--- src/rtl/pptc_pkg.sv ---
// Shared constants for the per-port priority and tag control block.
// Assumes an AXI4-Lite master with 8-bit byte addresses and 32-bit data.
package pptc_pkg;

  // Widths.
  localparam int ADDR_W = 8;
  localparam int VID_W = 12;
  localparam int NPORT = 3;

  // Register byte offsets.
  localparam logic [7:0] OFS_CTRL_P1 = 8'h10;
  localparam logic [7:0] OFS_CTRL_P2 = 8'h20;
  localparam logic [7:0] OFS_CTRL_P3 = 8'h30;
  localparam logic [7:0] OFS_VID_P1 = 8'h40;
  localparam logic [7:0] OFS_VID_P2 = 8'h44;
  localparam logic [7:0] OFS_VID_P3 = 8'h48;
  localparam logic [7:0] OFS_PCP_MAP = 8'h4C;
  localparam logic [7:0] OFS_STATUS = 8'h50;

  // Decoded register selectors.
  localparam logic [3:0] SEL_CTRL0 = 4'h8;
  localparam logic [3:0] SEL_VID0 = 4'hB;
  localparam logic [3:0] SEL_MAP = 4'hE;
  localparam logic [3:0] SEL_STATUS = 4'hF;
  localparam logic [3:0] SEL_NONE = 4'h0;

  // Control byte field positions.
  localparam int BIT_STORM = 7;
  localparam int BIT_DSCP_EN = 6;
  localparam int BIT_DOT1P_EN = 5;
  localparam int BIT_PORT_PRIO_HI = 4;
  localparam int BIT_PORT_PRIO_LO = 3;
  localparam int BIT_TAG_INSERT = 2;
  localparam int BIT_TAG_REMOVE = 1;
  localparam int BIT_QUEUE_SPLIT = 0;

  // Values after reset.
  localparam logic [7:0] RST_CTRL = 8'h00;
  localparam logic [11:0] RST_VID = 12'h001;
  localparam logic [15:0] RST_PCP_MAP = 16'hFA50;

  // Bus responses.
  localparam logic [1:0] RESP_OKAY = 2'h0;
  localparam logic [1:0] RESP_SLVERR = 2'h2;

  // Priority that a tag value maps to through the global table.
  function automatic logic [1:0] pcp_lookup(input logic [15:0] map, input logic [2:0] pcp);
    pcp_lookup = map[{pcp, 1'b0} +: 2];
  endfunction : pcp_lookup

endpackage : pptc_pkg

--- src/rtl/pptc_decide.sv ---
// Per-frame decision logic: ingress priority and egress tag and queue choice.
// Assumes the caller supplies the control byte of the relevant port and registers the results.
`timescale 1ns/1ns
`default_nettype none
module pptc_decide (
  // Ingress frame and its port control.
  input wire logic [7:0] in_ctrl,
  input wire logic [15:0] prio_map,
  input wire logic in_tagged,
  input wire logic [2:0] in_pcp,
  input wire logic in_ipv4,
  input wire logic in_dscp_hit,
  input wire logic [1:0] in_dscp_prio,
  output logic [1:0] cls_prio,
  output logic cls_storm,
  // Egress frame and its port control.
  input wire logic [7:0] eg_ctrl,
  input wire logic eg_tagged,
  input wire logic [1:0] eg_prio,
  output logic eg_insert,
  output logic eg_remove,
  output logic [1:0] eg_queue,
  output logic eg_four_way
);
  import pptc_pkg::*;

  logic dot1p_hit;
  logic dscp_hit;

  // Ingress classification; results that hit are OR'ed, else the port priority stands.
  always_comb
  begin
    dot1p_hit = in_ctrl[BIT_DOT1P_EN] && in_tagged; // RL3
    dscp_hit = in_ctrl[BIT_DSCP_EN] && in_ipv4 && in_dscp_hit; // RL2
    cls_prio = 2'h0;
    if (dot1p_hit)
    begin
      cls_prio = cls_prio | pcp_lookup(prio_map, in_pcp); // RL15 RL5
    end
    if (dscp_hit)
    begin
      cls_prio = cls_prio | in_dscp_prio; // RL5
    end
    if (!dot1p_hit && !dscp_hit)
    begin
      cls_prio = in_ctrl[BIT_PORT_PRIO_HI:BIT_PORT_PRIO_LO]; // RL4
    end
    cls_storm = in_ctrl[BIT_STORM]; // RL1
  end

  // Egress tag handling and queue choice.
  always_comb
  begin
    eg_insert = eg_ctrl[BIT_TAG_INSERT] && !eg_tagged; // RL6
    eg_remove = eg_ctrl[BIT_TAG_REMOVE] && eg_tagged; // RL9 RL10
    eg_four_way = eg_ctrl[BIT_QUEUE_SPLIT]; // RL11
    eg_queue = eg_ctrl[BIT_QUEUE_SPLIT] ? eg_prio : 2'h0; // RL17
  end

endmodule : pptc_decide
`default_nettype wire

--- src/rtl/pptc_top.sv ---
// Per-port ingress/egress control registers with their frame decisions.
// Assumes an AXI4-Lite master on core_clk and a switch datapath on the same clock.
//
// How it works
// RL1 - Control bit 7 turns on broadcast storm protection for frames arriving on that port.
// RL2 - Bit 6 enables DiffServ priority classification of IPv4 ingress frames.
// RL3 - Bit 5 enables 802.1p user priority classification of ingress frames.
// RL4 - Bits 4-3 give the fallback queue when other classification is off or misses.
// RL5 - All classifiers may be on together; OR of 802.1p and DSCP replaces port priority.
// RL6 - Bit 2 inserts a tag on egress only into frames that arrived untagged.
// RL7 - The inserted tag carries the ingress port's default VLAN identifier.
// RL8 - Software sets bits 5-0 of location 194 before relying on tag insertion.
// RL9 - Bit 1 strips the tag on egress from frames that arrived tagged.
// RL10 - With removal on, frames that arrived untagged leave unchanged.
// RL11 - Bit 0 splits the transmit queue into four priority queues; else one queue.
// RL12 - Software never enables four-way and two-way split together on one port.
// RL13 - Three independent copies at 0x10, 0x20 and 0x30 for ports 1 to 3.
// RL14 - Every copy uses the same bit layout; only the address differs.
// RL15 - 802.1p tag values map to two-bit priority through a programmable global table.
// RL16 - A write affects frames starting after it, never frames already decided.
// RL17 - Without the split, every frame goes to the single queue.
//
// Added by the designer: the AXI4-Lite interface to the registers.
`timescale 1ns/1ns
`default_nettype none
module pptc_top (
  // Clock and reset.
  input wire logic core_clk,
  input wire logic rst_n,
  // AXI4-Lite write channels.
  input wire logic [pptc_pkg::ADDR_W-1:0] s_axi_awaddr,
  input wire logic s_axi_awvalid,
  output logic s_axi_awready,
  input wire logic [31:0] s_axi_wdata,
  input wire logic [3:0] s_axi_wstrb,
  input wire logic s_axi_wvalid,
  output logic s_axi_wready,
  output logic [1:0] s_axi_bresp,
  output logic s_axi_bvalid,
  input wire logic s_axi_bready,
  // AXI4-Lite read channels.
  input wire logic [pptc_pkg::ADDR_W-1:0] s_axi_araddr,
  input wire logic s_axi_arvalid,
  output logic s_axi_arready,
  output logic [31:0] s_axi_rdata,
  output logic [1:0] s_axi_rresp,
  output logic s_axi_rvalid,
  input wire logic s_axi_rready,
  // Ingress frame classification request.
  input wire logic in_valid,
  input wire logic [1:0] in_port,
  input wire logic in_tagged,
  input wire logic [2:0] in_pcp,
  input wire logic in_ipv4,
  input wire logic in_dscp_hit,
  input wire logic [1:0] in_dscp_prio,
  // Ingress classification answer.
  output logic cls_valid,
  output logic [1:0] cls_prio,
  output logic cls_storm,
  // Egress frame request.
  input wire logic eg_valid,
  input wire logic [1:0] eg_port,
  input wire logic [1:0] eg_src_port,
  input wire logic eg_tagged,
  input wire logic [1:0] eg_prio,
  // Egress answer.
  output logic eg_done,
  output logic eg_insert,
  output logic eg_remove,
  output logic [pptc_pkg::VID_W-1:0] eg_vid,
  output logic [1:0] eg_queue,
  output logic eg_four_way
);
  import pptc_pkg::*;

  typedef struct packed {
    logic [NPORT-1:0][7:0] ctrl;
    logic [NPORT-1:0][VID_W-1:0] vid;
    logic [15:0] map;
    logic [NPORT-1:0][1:0] last_prio;
    logic awready;
    logic wready;
    logic arready;
    logic bvalid;
    logic rvalid;
    logic [1:0] bresp;
    logic [1:0] rresp;
    logic [31:0] rdata;
    logic aw_held;
    logic w_held;
    logic [ADDR_W-1:0] aw_addr;
    logic [31:0] w_data;
    logic [3:0] w_strb;
    logic cls_valid;
    logic [1:0] cls_prio;
    logic cls_storm;
    logic eg_done;
    logic eg_insert;
    logic eg_remove;
    logic [VID_W-1:0] eg_vid;
    logic [1:0] eg_queue;
    logic eg_four_way;
  } pptc_state_t;

  pptc_state_t r;
  pptc_state_t next_r;

  logic [7:0] in_ctrl;
  logic [7:0] eg_ctrl;
  logic [1:0] d_prio;
  logic d_storm;
  logic d_insert;
  logic d_remove;
  logic [1:0] d_queue;
  logic d_four_way;

  // Maps a byte address onto a register selector; every port copy shares one layout.
  function automatic logic [3:0] decode(input logic [ADDR_W-1:0] a);
    case (a)
      OFS_CTRL_P1: decode = SEL_CTRL0; // RL13 RL14
      OFS_CTRL_P2: decode = SEL_CTRL0 + 4'h1; // RL13 RL14
      OFS_CTRL_P3: decode = SEL_CTRL0 + 4'h2; // RL13 RL14
      OFS_VID_P1: decode = SEL_VID0;
      OFS_VID_P2: decode = SEL_VID0 + 4'h1;
      OFS_VID_P3: decode = SEL_VID0 + 4'h2;
      OFS_PCP_MAP: decode = SEL_MAP;
      OFS_STATUS: decode = SEL_STATUS;
      default: decode = SEL_NONE;
    endcase
  endfunction : decode

  // Merges write data into an old word under the byte strobes.
  function automatic logic [31:0] merge(input logic [31:0] old, input logic [31:0] d,
                                        input logic [3:0] s);
    for (int i = 0; i < 4; i++)
    begin
      old[i*8 +: 8] = s[i] ? d[i*8 +: 8] : old[i*8 +: 8];
    end
    merge = old;
  endfunction : merge

  // Control byte of a port number, zero for the unused code.
  function automatic logic [7:0] port_ctrl(input logic [NPORT-1:0][7:0] c, input logic [1:0] p);
    port_ctrl = (p < 2'(NPORT)) ? c[p] : 8'h00;
  endfunction : port_ctrl

  // Control of the port a frame arrives on and of the port it leaves on.
  always_comb
  begin
    in_ctrl = port_ctrl(r.ctrl, in_port);
    eg_ctrl = port_ctrl(r.ctrl, eg_port);
  end

  pptc_decide u_decide (
    .in_ctrl(in_ctrl),
    .prio_map(r.map),
    .in_tagged(in_tagged),
    .in_pcp(in_pcp),
    .in_ipv4(in_ipv4),
    .in_dscp_hit(in_dscp_hit),
    .in_dscp_prio(in_dscp_prio),
    .cls_prio(d_prio),
    .cls_storm(d_storm),
    .eg_ctrl(eg_ctrl),
    .eg_tagged(eg_tagged),
    .eg_prio(eg_prio),
    .eg_insert(d_insert),
    .eg_remove(d_remove),
    .eg_queue(d_queue),
    .eg_four_way(d_four_way)
  );

  // Next state: frame decisions, then the bus slave, then reset.
  always_comb
  begin
    logic [3:0] wsel;
    logic [3:0] rsel;
    logic [31:0] word;
    wsel = decode(r.aw_addr);
    rsel = decode(s_axi_araddr);
    word = 32'h0000_0000;
    next_r = r;
    // Decisions are sampled from the registers at the frame's request cycle.
    next_r.cls_valid = in_valid && (in_port < 2'(NPORT)); // RL16
    next_r.eg_done = eg_valid && (eg_port < 2'(NPORT)); // RL16
    if (next_r.cls_valid)
    begin
      next_r.cls_prio = d_prio;
      next_r.cls_storm = d_storm;
      next_r.last_prio[in_port] = d_prio;
    end
    if (next_r.eg_done)
    begin
      next_r.eg_insert = d_insert;
      next_r.eg_remove = d_remove;
      next_r.eg_queue = d_queue;
      next_r.eg_four_way = d_four_way;
      next_r.eg_vid = (eg_src_port < 2'(NPORT)) ? r.vid[eg_src_port] : RST_VID; // RL7
    end
    // Write address and data are taken in either order.
    if (s_axi_awvalid && r.awready)
    begin
      next_r.aw_held = 1'b1;
      next_r.aw_addr = s_axi_awaddr;
    end
    if (s_axi_wvalid && r.wready)
    begin
      next_r.w_held = 1'b1;
      next_r.w_data = s_axi_wdata;
      next_r.w_strb = s_axi_wstrb;
    end
    if (r.aw_held && r.w_held && !r.bvalid)
    begin
      next_r.aw_held = 1'b0;
      next_r.w_held = 1'b0;
      next_r.bvalid = 1'b1;
      next_r.bresp = RESP_OKAY;
      for (int p = 0; p < NPORT; p++)
      begin
        if (wsel == SEL_CTRL0 + 4'(p))
        begin
          word = merge({24'h00_0000, r.ctrl[p]}, r.w_data, r.w_strb);
          next_r.ctrl[p] = word[7:0]; // RL13 RL14
        end
        if (wsel == SEL_VID0 + 4'(p))
        begin
          word = merge({20'h0_0000, r.vid[p]}, r.w_data, r.w_strb);
          next_r.vid[p] = word[VID_W-1:0];
        end
      end
      if (wsel == SEL_MAP)
      begin
        word = merge({16'h0000, r.map}, r.w_data, r.w_strb);
        next_r.map = word[15:0]; // RL15
      end
      if (wsel == SEL_NONE)
      begin
        next_r.bresp = RESP_SLVERR;
      end
    end
    else if (r.bvalid && s_axi_bready)
    begin
      next_r.bvalid = 1'b0;
    end
    // Read: one cycle from address to data.
    if (s_axi_arvalid && r.arready)
    begin
      next_r.rvalid = 1'b1;
      next_r.rresp = RESP_OKAY;
      next_r.rdata = 32'h0000_0000;
      for (int p = 0; p < NPORT; p++)
      begin
        if (rsel == SEL_CTRL0 + 4'(p))
        begin
          next_r.rdata[7:0] = r.ctrl[p];
        end
        if (rsel == SEL_VID0 + 4'(p))
        begin
          next_r.rdata[VID_W-1:0] = r.vid[p];
        end
      end
      if (rsel == SEL_MAP)
      begin
        next_r.rdata[15:0] = r.map;
      end
      if (rsel == SEL_STATUS)
      begin
        next_r.rdata[5:0] = r.last_prio;
      end
      if (rsel == SEL_NONE)
      begin
        next_r.rresp = RESP_SLVERR;
      end
    end
    else if (r.rvalid && s_axi_rready)
    begin
      next_r.rvalid = 1'b0;
    end
    next_r.awready = !next_r.aw_held && !next_r.bvalid;
    next_r.wready = !next_r.w_held && !next_r.bvalid;
    next_r.arready = !next_r.rvalid;
    // Synchronous reset.
    if (!rst_n)
    begin
      next_r = '0;
      next_r.ctrl = {NPORT{RST_CTRL}};
      next_r.vid = {NPORT{RST_VID}};
      next_r.map = RST_PCP_MAP;
    end
  end

  // State register.
  always_ff @(posedge core_clk)
  begin
    r <= next_r;
  end

  // Outputs straight from the state register.
  assign s_axi_awready = r.awready;
  assign s_axi_wready = r.wready;
  assign s_axi_bresp = r.bresp;
  assign s_axi_bvalid = r.bvalid;
  assign s_axi_arready = r.arready;
  assign s_axi_rdata = r.rdata;
  assign s_axi_rresp = r.rresp;
  assign s_axi_rvalid = r.rvalid;
  assign cls_valid = r.cls_valid;
  assign cls_prio = r.cls_prio;
  assign cls_storm = r.cls_storm;
  assign eg_done = r.eg_done;
  assign eg_insert = r.eg_insert;
  assign eg_remove = r.eg_remove;
  assign eg_vid = r.eg_vid;
  assign eg_queue = r.eg_queue;
  assign eg_four_way = r.eg_four_way;
endmodule : pptc_top
`default_nettype wire

--- config.mk ---
export PLATFORM = sky130hd
export DESIGN_NAME = pptc_top
export DESIGN_NICKNAME = d
export VERILOG_FILES = /design/src/rtl/pptc_pkg.sv /design/src/rtl/pptc_decide.sv /design/src/rtl/pptc_top.sv
export SDC_FILE = /design/constraint.sdc
export NUM_CORES = 1
export LEC_CHECK = 0
export BUFFER_PORTS_ARGS = -buffer_cell sky130_fd_sc_hd__buf_2
export CORE_UTILIZATION = 56
export DETAILED_ROUTE_END_ITERATION = 16
export PLACE_DENSITY = 0.87
export SYNTH_ARGS = -nofsm -noshare
export SYNTH_HDL_FRONTEND = slang
export SYNTH_SLANG_ARGS = --single-unit
--- constraint.sdc ---
create_clock -name core_clk -period 2.77 [get_ports core_clk]
set_clock_uncertainty 0.1 [all_clocks]
set_input_delay 0.554 -clock core_clk [delete_from_list [all_inputs] [get_ports core_clk]]
set_output_delay 0.554 -clock core_clk [all_outputs]
set_load 0.02 [all_outputs]
### After elaboration in Yosys (flattened, before gate mapping)

Index checks and enable logic that the tools add are counted.

| operators by class | value |
|---|---|
| $add $sub $neg | 0 |
| multiply operators | 0 |
| divide/modulo/power cells | 0 |
| $lt $le $gt $ge | 7 |
| equality and inequality tests | 31 |
| shifts and indexed selects | 1 |
| mux-type cells | 35 |
| bitwise gates (word level) | 1 |
| reduce and logical (&&, ||, !) cells | 39 |

Operators by type and width:

| cell | number |
|---|---|
| 8-bit by 7-bit equality test with 1-bit output, second input constant | 10 |
| 4-bit one-hot mux with 8 select lines | 2 |
| 4-bit equality test, second input constant | 15 |
| 12-bit 2-to-1 mux | 5 |
| 8-bit 2-to-1 mux | 5 |
| 3-bit AND reduction | 11 |
| 8-bit binary-select mux with 2-bit select | 2 |
| 8-bit by 6-bit equality test with 1-bit output, second input constant | 4 |
| 12-bit binary-select mux with 2-bit select | 1 |
| 1-bit logical AND | 18 |
| 8-bit by 5-bit equality test with 1-bit output, second input constant | 2 |
| 16-bit 2-to-1 mux | 1 |
| 2-bit 2-to-1 mux | 8 |
| 16-bit by 5-bit variable part select with 2-bit output | 1 |
| 2-bit by 3-bit less-than comparator with 1-bit output, second input constant | 3 |
| 1-bit logical NOT | 8 |
| 4-bit logical NOT | 2 |
| 6-bit bitwise mux | 1 |
| 2-bit less-than comparator, second input constant | 3 |
| 1-bit 2-to-1 mux | 6 |
| 3-bit 2-to-1 mux | 2 |
| 6-bit 2-to-1 mux | 1 |
| 2-bit demux with 2-bit select | 1 |
| 2-bit by 1-bit >= comparator with 1-bit output, second input constant | 1 |
| 2-bit bitwise OR | 1 |

| storage, ports and cells | value |
|---|---|
| register bits | 157 |
| latch bits | 0 |
| bits in writable memories | 0 |
| bits in read-only memories | 0 |
| input port bits | 78 |
| word-level logic and storage cells | 150 |
| memories kept | 0 |

### Logic depth before layout (Yosys ltp)

Gate-level depths: netlist (run 1).

| logic depth | value |
|---|---|
| depth after elaboration | 11 |
| gate-level depth with buffers | 7 |

### Hierarchy

Synthesis (run 1) repeated with hierarchy kept, for this count alone.

| unflattened totals | value |
|---|---|
| cell total of the unflattened synthesis | 925 |
| area, all modules | 7,920.1 um^2 |

Modules (own cells, without submodules):

| module | times used | cells each | area an instance (um^2) |
|---|---|---|---|
| pptc_top | 1 | 897 | 7,679.9 |
| pptc_decide | 1 | 28 | 240.2 |

### Worst setup path after synthesis (run 1)

No wires, ideal clock.

| path | value |
|---|---|
| path kind | input-to-reg |
| from | input port s_axi_araddr[3] (netlist bit) |
| to | register r, in the netlist s_axi_rdata[4] |
| library setup time | 0.070 ns |
| arrival time | 1.974 ns |
| data required time | 2.600 ns |
| path slack | 0.626 ns |
| stages on the path | 6 |
| cells stage by stage | buf_2 -> or4_4 -> a2111oi_4 -> a21oi_1 -> or3_1 -> a21oi_1 |

| on the way | value |
|---|---|
| word-level cells in the longest chain between the ends | 11 |

RTL lines:

| item | RTL line | text |
|---|---|---|
| start: declaration | pptc_top.sv:42 | `input wire logic [pptc_pkg::ADDR_W-1:0] s_axi_araddr,` |
| 8-bit by 7-bit equality test with 1-bit output, or another cell as far along | pptc_top.sv:120 | `case (a)` |
| 4-bit one-hot mux with 8 select lines * | pptc_top.sv:120 |  |
| 4-bit equality test | pptc_top.sv:254 | `if (rsel == SEL_CTRL0 + 4'(p))` |
| 8-bit 2-to-1 mux | pptc_top.sv:254 |  |
| 12-bit 2-to-1 mux | pptc_top.sv:258 | `if (rsel == SEL_VID0 + 4'(p))` |
| 8-bit 2-to-1 mux | pptc_top.sv:254 |  |
| 12-bit 2-to-1 mux | pptc_top.sv:258 |  |
| 8-bit 2-to-1 mux | pptc_top.sv:254 |  |
| 12-bit 2-to-1 mux | pptc_top.sv:258 |  |
| 16-bit 2-to-1 mux | pptc_top.sv:263 | `if (rsel == SEL_MAP)` |
| 6-bit 2-to-1 mux * | pptc_top.sv:267 | `if (rsel == SEL_STATUS)` |
| end signal: assignment | pptc_top.sv:296 | `r <= next_r;` |
| end: declaration | pptc_top.sv:106 | `pptc_state_t r;` |

Every way passes the cells marked *; elsewhere a longest branch is shown, timed or not.
A chain may end at the register's enable or synchronous reset.

### Worst setup path after layout (run 1)

| path | value |
|---|---|
| from | register r[64] (netlist bit) |
| to | register r[141] (netlist bit) |

| on the way | value |
|---|---|
| word-level cells in the longest chain between the ends | 4 |

RTL lines:

| item | RTL line | text |
|---|---|---|
| 8-bit by 7-bit equality test with 1-bit output, or another cell as far along | pptc_top.sv:120 |  |
| 4-bit one-hot mux with 8 select lines * | pptc_top.sv:120 |  |
| 4-bit equality test * | pptc_top.sv:226 | `if (wsel == SEL_VID0 + 4'(p))` |
| 3-bit AND reduction (no line) * | n/a |  |

Marked as above.

==> results.cfg, run 1 <==
[synth]
synthTopCellsByArea = dfxtp_1, mux2i_1, nand2_1
synth_seq_area_share = 0.422
synth-edff-count = 0
avgSynthCellArea_um2 = 8.59
yosysTopAreaCellShare = 0.422
yosysWarnings = 0
synth-seq-cells = 155
synth_largest_area_cell = dfxtp_1
synth_area_um2 = 7360
syn_inst = 856
synthArstFlopShare = 0
synth-main-ff-cell = dfxtp_1
synthDistinctLibCells = 58

[power_and_ir_drop]
fin_total_pwr_mw = 5.06
p_leak_nw = 3.44
irDropWorstVdd_mv = 0.421
power_density_nw_per_um2 = 614

[layout]
final_area_um2 = 8240
syn2layout_area_growth_pct = 12.0
drive_gt1_frac = 0.190
stdcell_count = 1092
fillers = 1058
layout_commonest_cell = dfxtp_1
final_cell_mix = dfxtp_1, nand2_1, buf_2
final_core_util = 0.648
nets = 984

[floorplan]
start_util = 0.578
die_area_um2 = 13600
core_area_um2 = 12700
num_rows = 41
fp.dieH_um = 117
die_w_um = 117
io_pins = 141

[grt]
met3_usage = 0.0612
busiest_layer = met2
grt_remaining_overflow = 0
grt_start_max_net_pins = 39
grt.total_usage = 0.294
use_met2 = 0.454
grt_pass1_vias = 5758
met1_usage = 0.394
antenna_found_initial = 1
grt_pass1_wl_um = 29800

[detailed_routing]
wire_per_inst_um = 17.7
ant_nets = 0
drtIter0Drc = 650
avgViaCountPerCell = 5.89
routed_wl_um = 19300
num_vias = 6428
drcViolationCount = 0
first_pass_iters = 5

[placed_design]
post_dp_cell_area_um2 = 7650
hpwl_um = 14000
placed_cells = 1059
port_buffers = 104
pre_cts_ws_ps = 299
gp_congestion = 0.962

[sta]
slew_violations = 0
fmax_mhz = 446
rsz0062_at_grt = false
setup_viol = 0
fin_crit_ps = 2240
setup_ws_ps = 530
hold_viol_final = 0
worstMarginPinSlew_ps = 782
relSlewSlack = 0.474
hold_ws_ps = 246
period_share = 0.809
fin_tns_setup_ps = 0

[setup_path]
crit_required_ps = 2980
start_kind = flip-flop
end_kind = flip-flop
crit_family = simple AND/OR/NAND/NOR gates
worstSetupPathType = reg2reg
path_buf_inv = 0
crit_chain = or3b_4 -> nor3_4 -> nand3_1 -> mux2i_1 -> nor2_1
cp_slowest_cell = dfxtp_1
cpPeakStageDelay_ps = 470
crit_path_max_fanout = 10
arrival_ps = 2450

[clocking]
cts_tree = done
cts.sinks = 155
cts.repair.resized = 0
root_buffer = clkbuf_16
cts_buffer_depth = 2
clock_latency_ps = 440
hold_buffers = 0
clk_pin_slew_ps = 60
h-tree-depth = 4
post_cts_buffers = 0
cts_buffers = 17

[flow_run]
max-cap-violations = 0

[run_status]
status = complete, no violations

[min_path]
hold_class = in2reg
## power by group
part	total [mW]	switching, mW	internal (mW)	leakage [nW]
combinational	0.410	0.271	0.140	1.91
sequential	2.34	0.0574	2.28	1.26
clock	2.32	0.980	1.34	0.273
## synthesized netlist by cell type (7+ instances only)
cell	n
nand2b_1	7
mux2i_1	77
a31oi_1	12
a22oi_1	13
a211oi_1	14
o21ai_0	37
nor2b_1	7
clkbuf_1	36
and2_1	7
mux4_2	8
nor2_1	74
nand3_1	33
o22ai_1	7
buf_4	54
dfxtp_1	155
nand2_1	141
a21oi_1	66
nor3_1	19
## layout make-up
class                           count  area, um2  share of cell area
Timing Repair Buffer              117        618              0.0750
Antenna cell                        1       2.50            0.000304
Multi-Input combinational cell    608       3690               0.447
Tap cell                          172        215              0.0261
Clock inverter                     15        164              0.0199
Inverter                            7       26.3             0.00319
Clock buffer                       17        425              0.0516
Sequential cell                   155       3100               0.376
## cell families (layout without fill, tap and decap cells)
| group | after synthesis | after routing | synth area share |
|---|---|---|---|
| AOI/OAI and AO/OA | 175 | 175 | 0.147 |
| xor gates and xnor gates | 1 | 1 | 0.00119 |
| muxes | 88 | 88 | 0.134 |
| and+or+nand+nor | 326 | 326 | 0.210 |
| other | 1 | 19 | 0.000510 |
| buffers and inverters | 110 | 156 | 0.0857 |
| DFF | 155 | 155 | 0.422 |
## sequential cells by signal (all words and copies together) (netlist names), 2 cells and up
name / flops
r: 110
eg_vid: 12
eg_queue: 2
cls_prio: 2
s_axi_rdata: 16
## routing by layer
layer / wire length [um] / vias up
met4: 648 / 0
met3: 1720 / 48
li1: - / 3047
met2: 8670 / 339
met1: 8250 / 2994
met5: 0 / -
## worst reg2reg max path, stage by stage (launching register included)
cell and delay (ps):
dfxtp_1 470, or3b_4 440, nor3_4 410, nand3_1 360, mux2i_1 280, nor2_1 60
## path summary, 6_finish.rpt
check | startpoint | endpoint | slack (ps) | cells past startpoint
worst min register to register | eg_insert | eg_insert | 360 | 2
worst min-delay path | in_valid | cls_storm | 250 | 2
worst max register to register | r[64] | r[141] | 530 | 5
worst max-delay path | r[64] | r[141] | 530 | 5
No activity file was read; power rests on OpenSTA's default activity.
==> run 2: changes to the inputs <==
- clock period: 2.77 -> 2.2 ns (I/O delays scaled with it)
==> run 2 against run 1 <==
Compared with the run above: count of clock-buffer cells in the layout is 4 higher; global-route usage rose by 1.2 points; largest cell class unchanged; critical path type unchanged; first-iteration DRC count decreased by 6.0%; critical path depth did not move; utilization up 1.5 points; critical endpoint is now r[151]; non-clock buffer count up 22; flip-flop and latch count unchanged.
==> results.cfg, run 2 (same netlist as run 1, synthesis figures left out) <==
[layout]
nets = 1006
largest_reg_flops = 110
final_core_util = 0.663
top_register = r
syn2layout_area_growth_pct = 14.6
final_cell_mix = dfxtp_1, nand2_1, buf_2
drive_gt1_frac = 0.208
fillers = 1038
layout_commonest_cell = dfxtp_1

[flow_run]
max-cap-violations = 0

[setup_path]
startpoint = r[62]
start_kind = flip-flop
cp_slowest_cell = or3b_4
arrival_ps = 2280
r2r_start = r[62]
crit_family = simple AND/OR/NAND/NOR gates
end_kind = flip-flop
worstSetupPathType = reg2reg
crit_path_max_fanout = 8
crit_required_ps = 2400
crit_chain = or3b_4 -> nor3_4 -> nand4b_2 -> mux2i_1 -> nor2_1
cpPeakStageDelay_ps = 450
path_buf_inv = 0

[sta]
setup_ws_ps = 116
hold_viol_final = 0
worstMarginPinSlew_ps = 1060
relSlewSlack = 0.292
setup_viol = 0
period_share = 0.947
fmax_mhz = 480
rsz0062_at_grt = false
fin_crit_ps = 2080
hold_ws_ps = 143
slew_violations = 0
fin_tns_setup_ps = 0

[power_and_ir_drop]
p_int_mw = 4.82
power_density_nw_per_um2 = 756
combPwrFrac = 0.086
p_leak_nw = 3.57
swShare = 0.244
p_sw_mw = 1.56
seqPwrFrac = 0.461
irDropWorstVdd_mv = 0.545
fin_total_pwr_mw = 6.38
clockPowerShare = 0.453

[placed_design]
gp_congestion = 0.948
port_buffers = 104
pre_cts_ws_ps = 5.90
hpwl_um = 14100

[grt]
grt_pass1_vias = 5919
grt_pass1_wl_um = 30800
grt.total_usage = 0.306
grt_start_max_net_pins = 77
grt_remaining_overflow = 0
antenna_found_initial = 1

[floorplan]
die_w_um = 117
io_pins = 141
start_util = 0.578
num_rows = 41
core_area_um2 = 12700
fp.dieH_um = 117
die_area_um2 = 13600

[detailed_routing]
drtIter0Drc = 611
drcViolationCount = 0
num_vias = 6477
first_pass_iters = 5
wire_per_inst_um = 17.8
routed_wl_um = 19800
avgViaCountPerCell = 5.81
ant_nets = 0

[clocking]
cts.repair.resized = 0
cts_tree = done
h-tree-depth = 4
clk_pin_slew_ps = 60
clock_latency_ps = 430
root_buffer = clkbuf_16
cts_buffer_depth = 2
cts.sinks = 155
post_cts_buffers = 0
cts_buffers = 17

[min_path]
worstHoldStart = in_valid
hold_class = in2reg

[run_status]
status = complete, no violations
## run 2: changes by cell type in the layout (fill, tap and decap cells not counted), sizes merged
cell / delta
clkbuf: +4
clkinvlp: -1
buf: +22
clkinv: +1
inv: -4
## run 2: power by group through the flow
stage	registers (mW)	clock network (mW)	logic [mW]
after floorplan	2.98	0	0.400
after global placement	2.99	0	0.533
after detailed placement	3.00	0	0.542
after CTS	2.93	2.91	0.546
after global routing	2.94	3.04	0.601
final	2.94	2.89	0.550
## run 2: routing by layer
metal	track usage	up-vias	wire [um]	share of wire
li1	-	3093	-	-
met2	0.486	287	9210	0.47
met1	0.401	3046	8620	0.44
met5	0	-	0	0
met3	0.0602	51	1400	0.071
met4	0.146	0	570	0.029
## run 2: timing repair
action                                  CTS  global route
hold endpoints to repair                  0             0
endpoints found under the setup margin    0             7
hold buffers                              0             0
## run 2: final timing paths
check	end	slack, ps	cells past startpoint
worst max-delay path	r[151]	120	5
worst min-delay path	cls_storm	140	2
worst max register to register	r[151]	120	5
worst min register to register	s_axi_rdata[13]	350	2
## run 2: layout make-up
| class | count | area [um2] | area share |
|---|---|---|---|
| inverter | 7 | 26.3 | 0.00312 |
| sequential | 155 | 3100 | 0.368 |
| clock buffer | 21 | 470 | 0.0558 |
| antenna | 1 | 2.50 | 0.000297 |
| multi-input combinational | 608 | 3690 | 0.437 |
| clock inverter | 11 | 119 | 0.0141 |
| tap | 172 | 215 | 0.0255 |
| timing repair buffer | 139 | 808 | 0.0959 |
## run 2: per-stage QoR
step / area (um2) / cells
after floorplan: 7420 / 873
after global placement: 7840 / 1081
after detailed placement: 7840 / 1081
after CTS: 8430 / 1113
after global routing: 8430 / 1113
final: 8430 / 1114
## run 2: worst register-to-register path, stage by stage (launching register included)
cell and delay (ps):
dfxtp_1 380, or3b_4 450, nor3_4 350, nand4b_2 340, mux2i_1 260, nor2_1 80
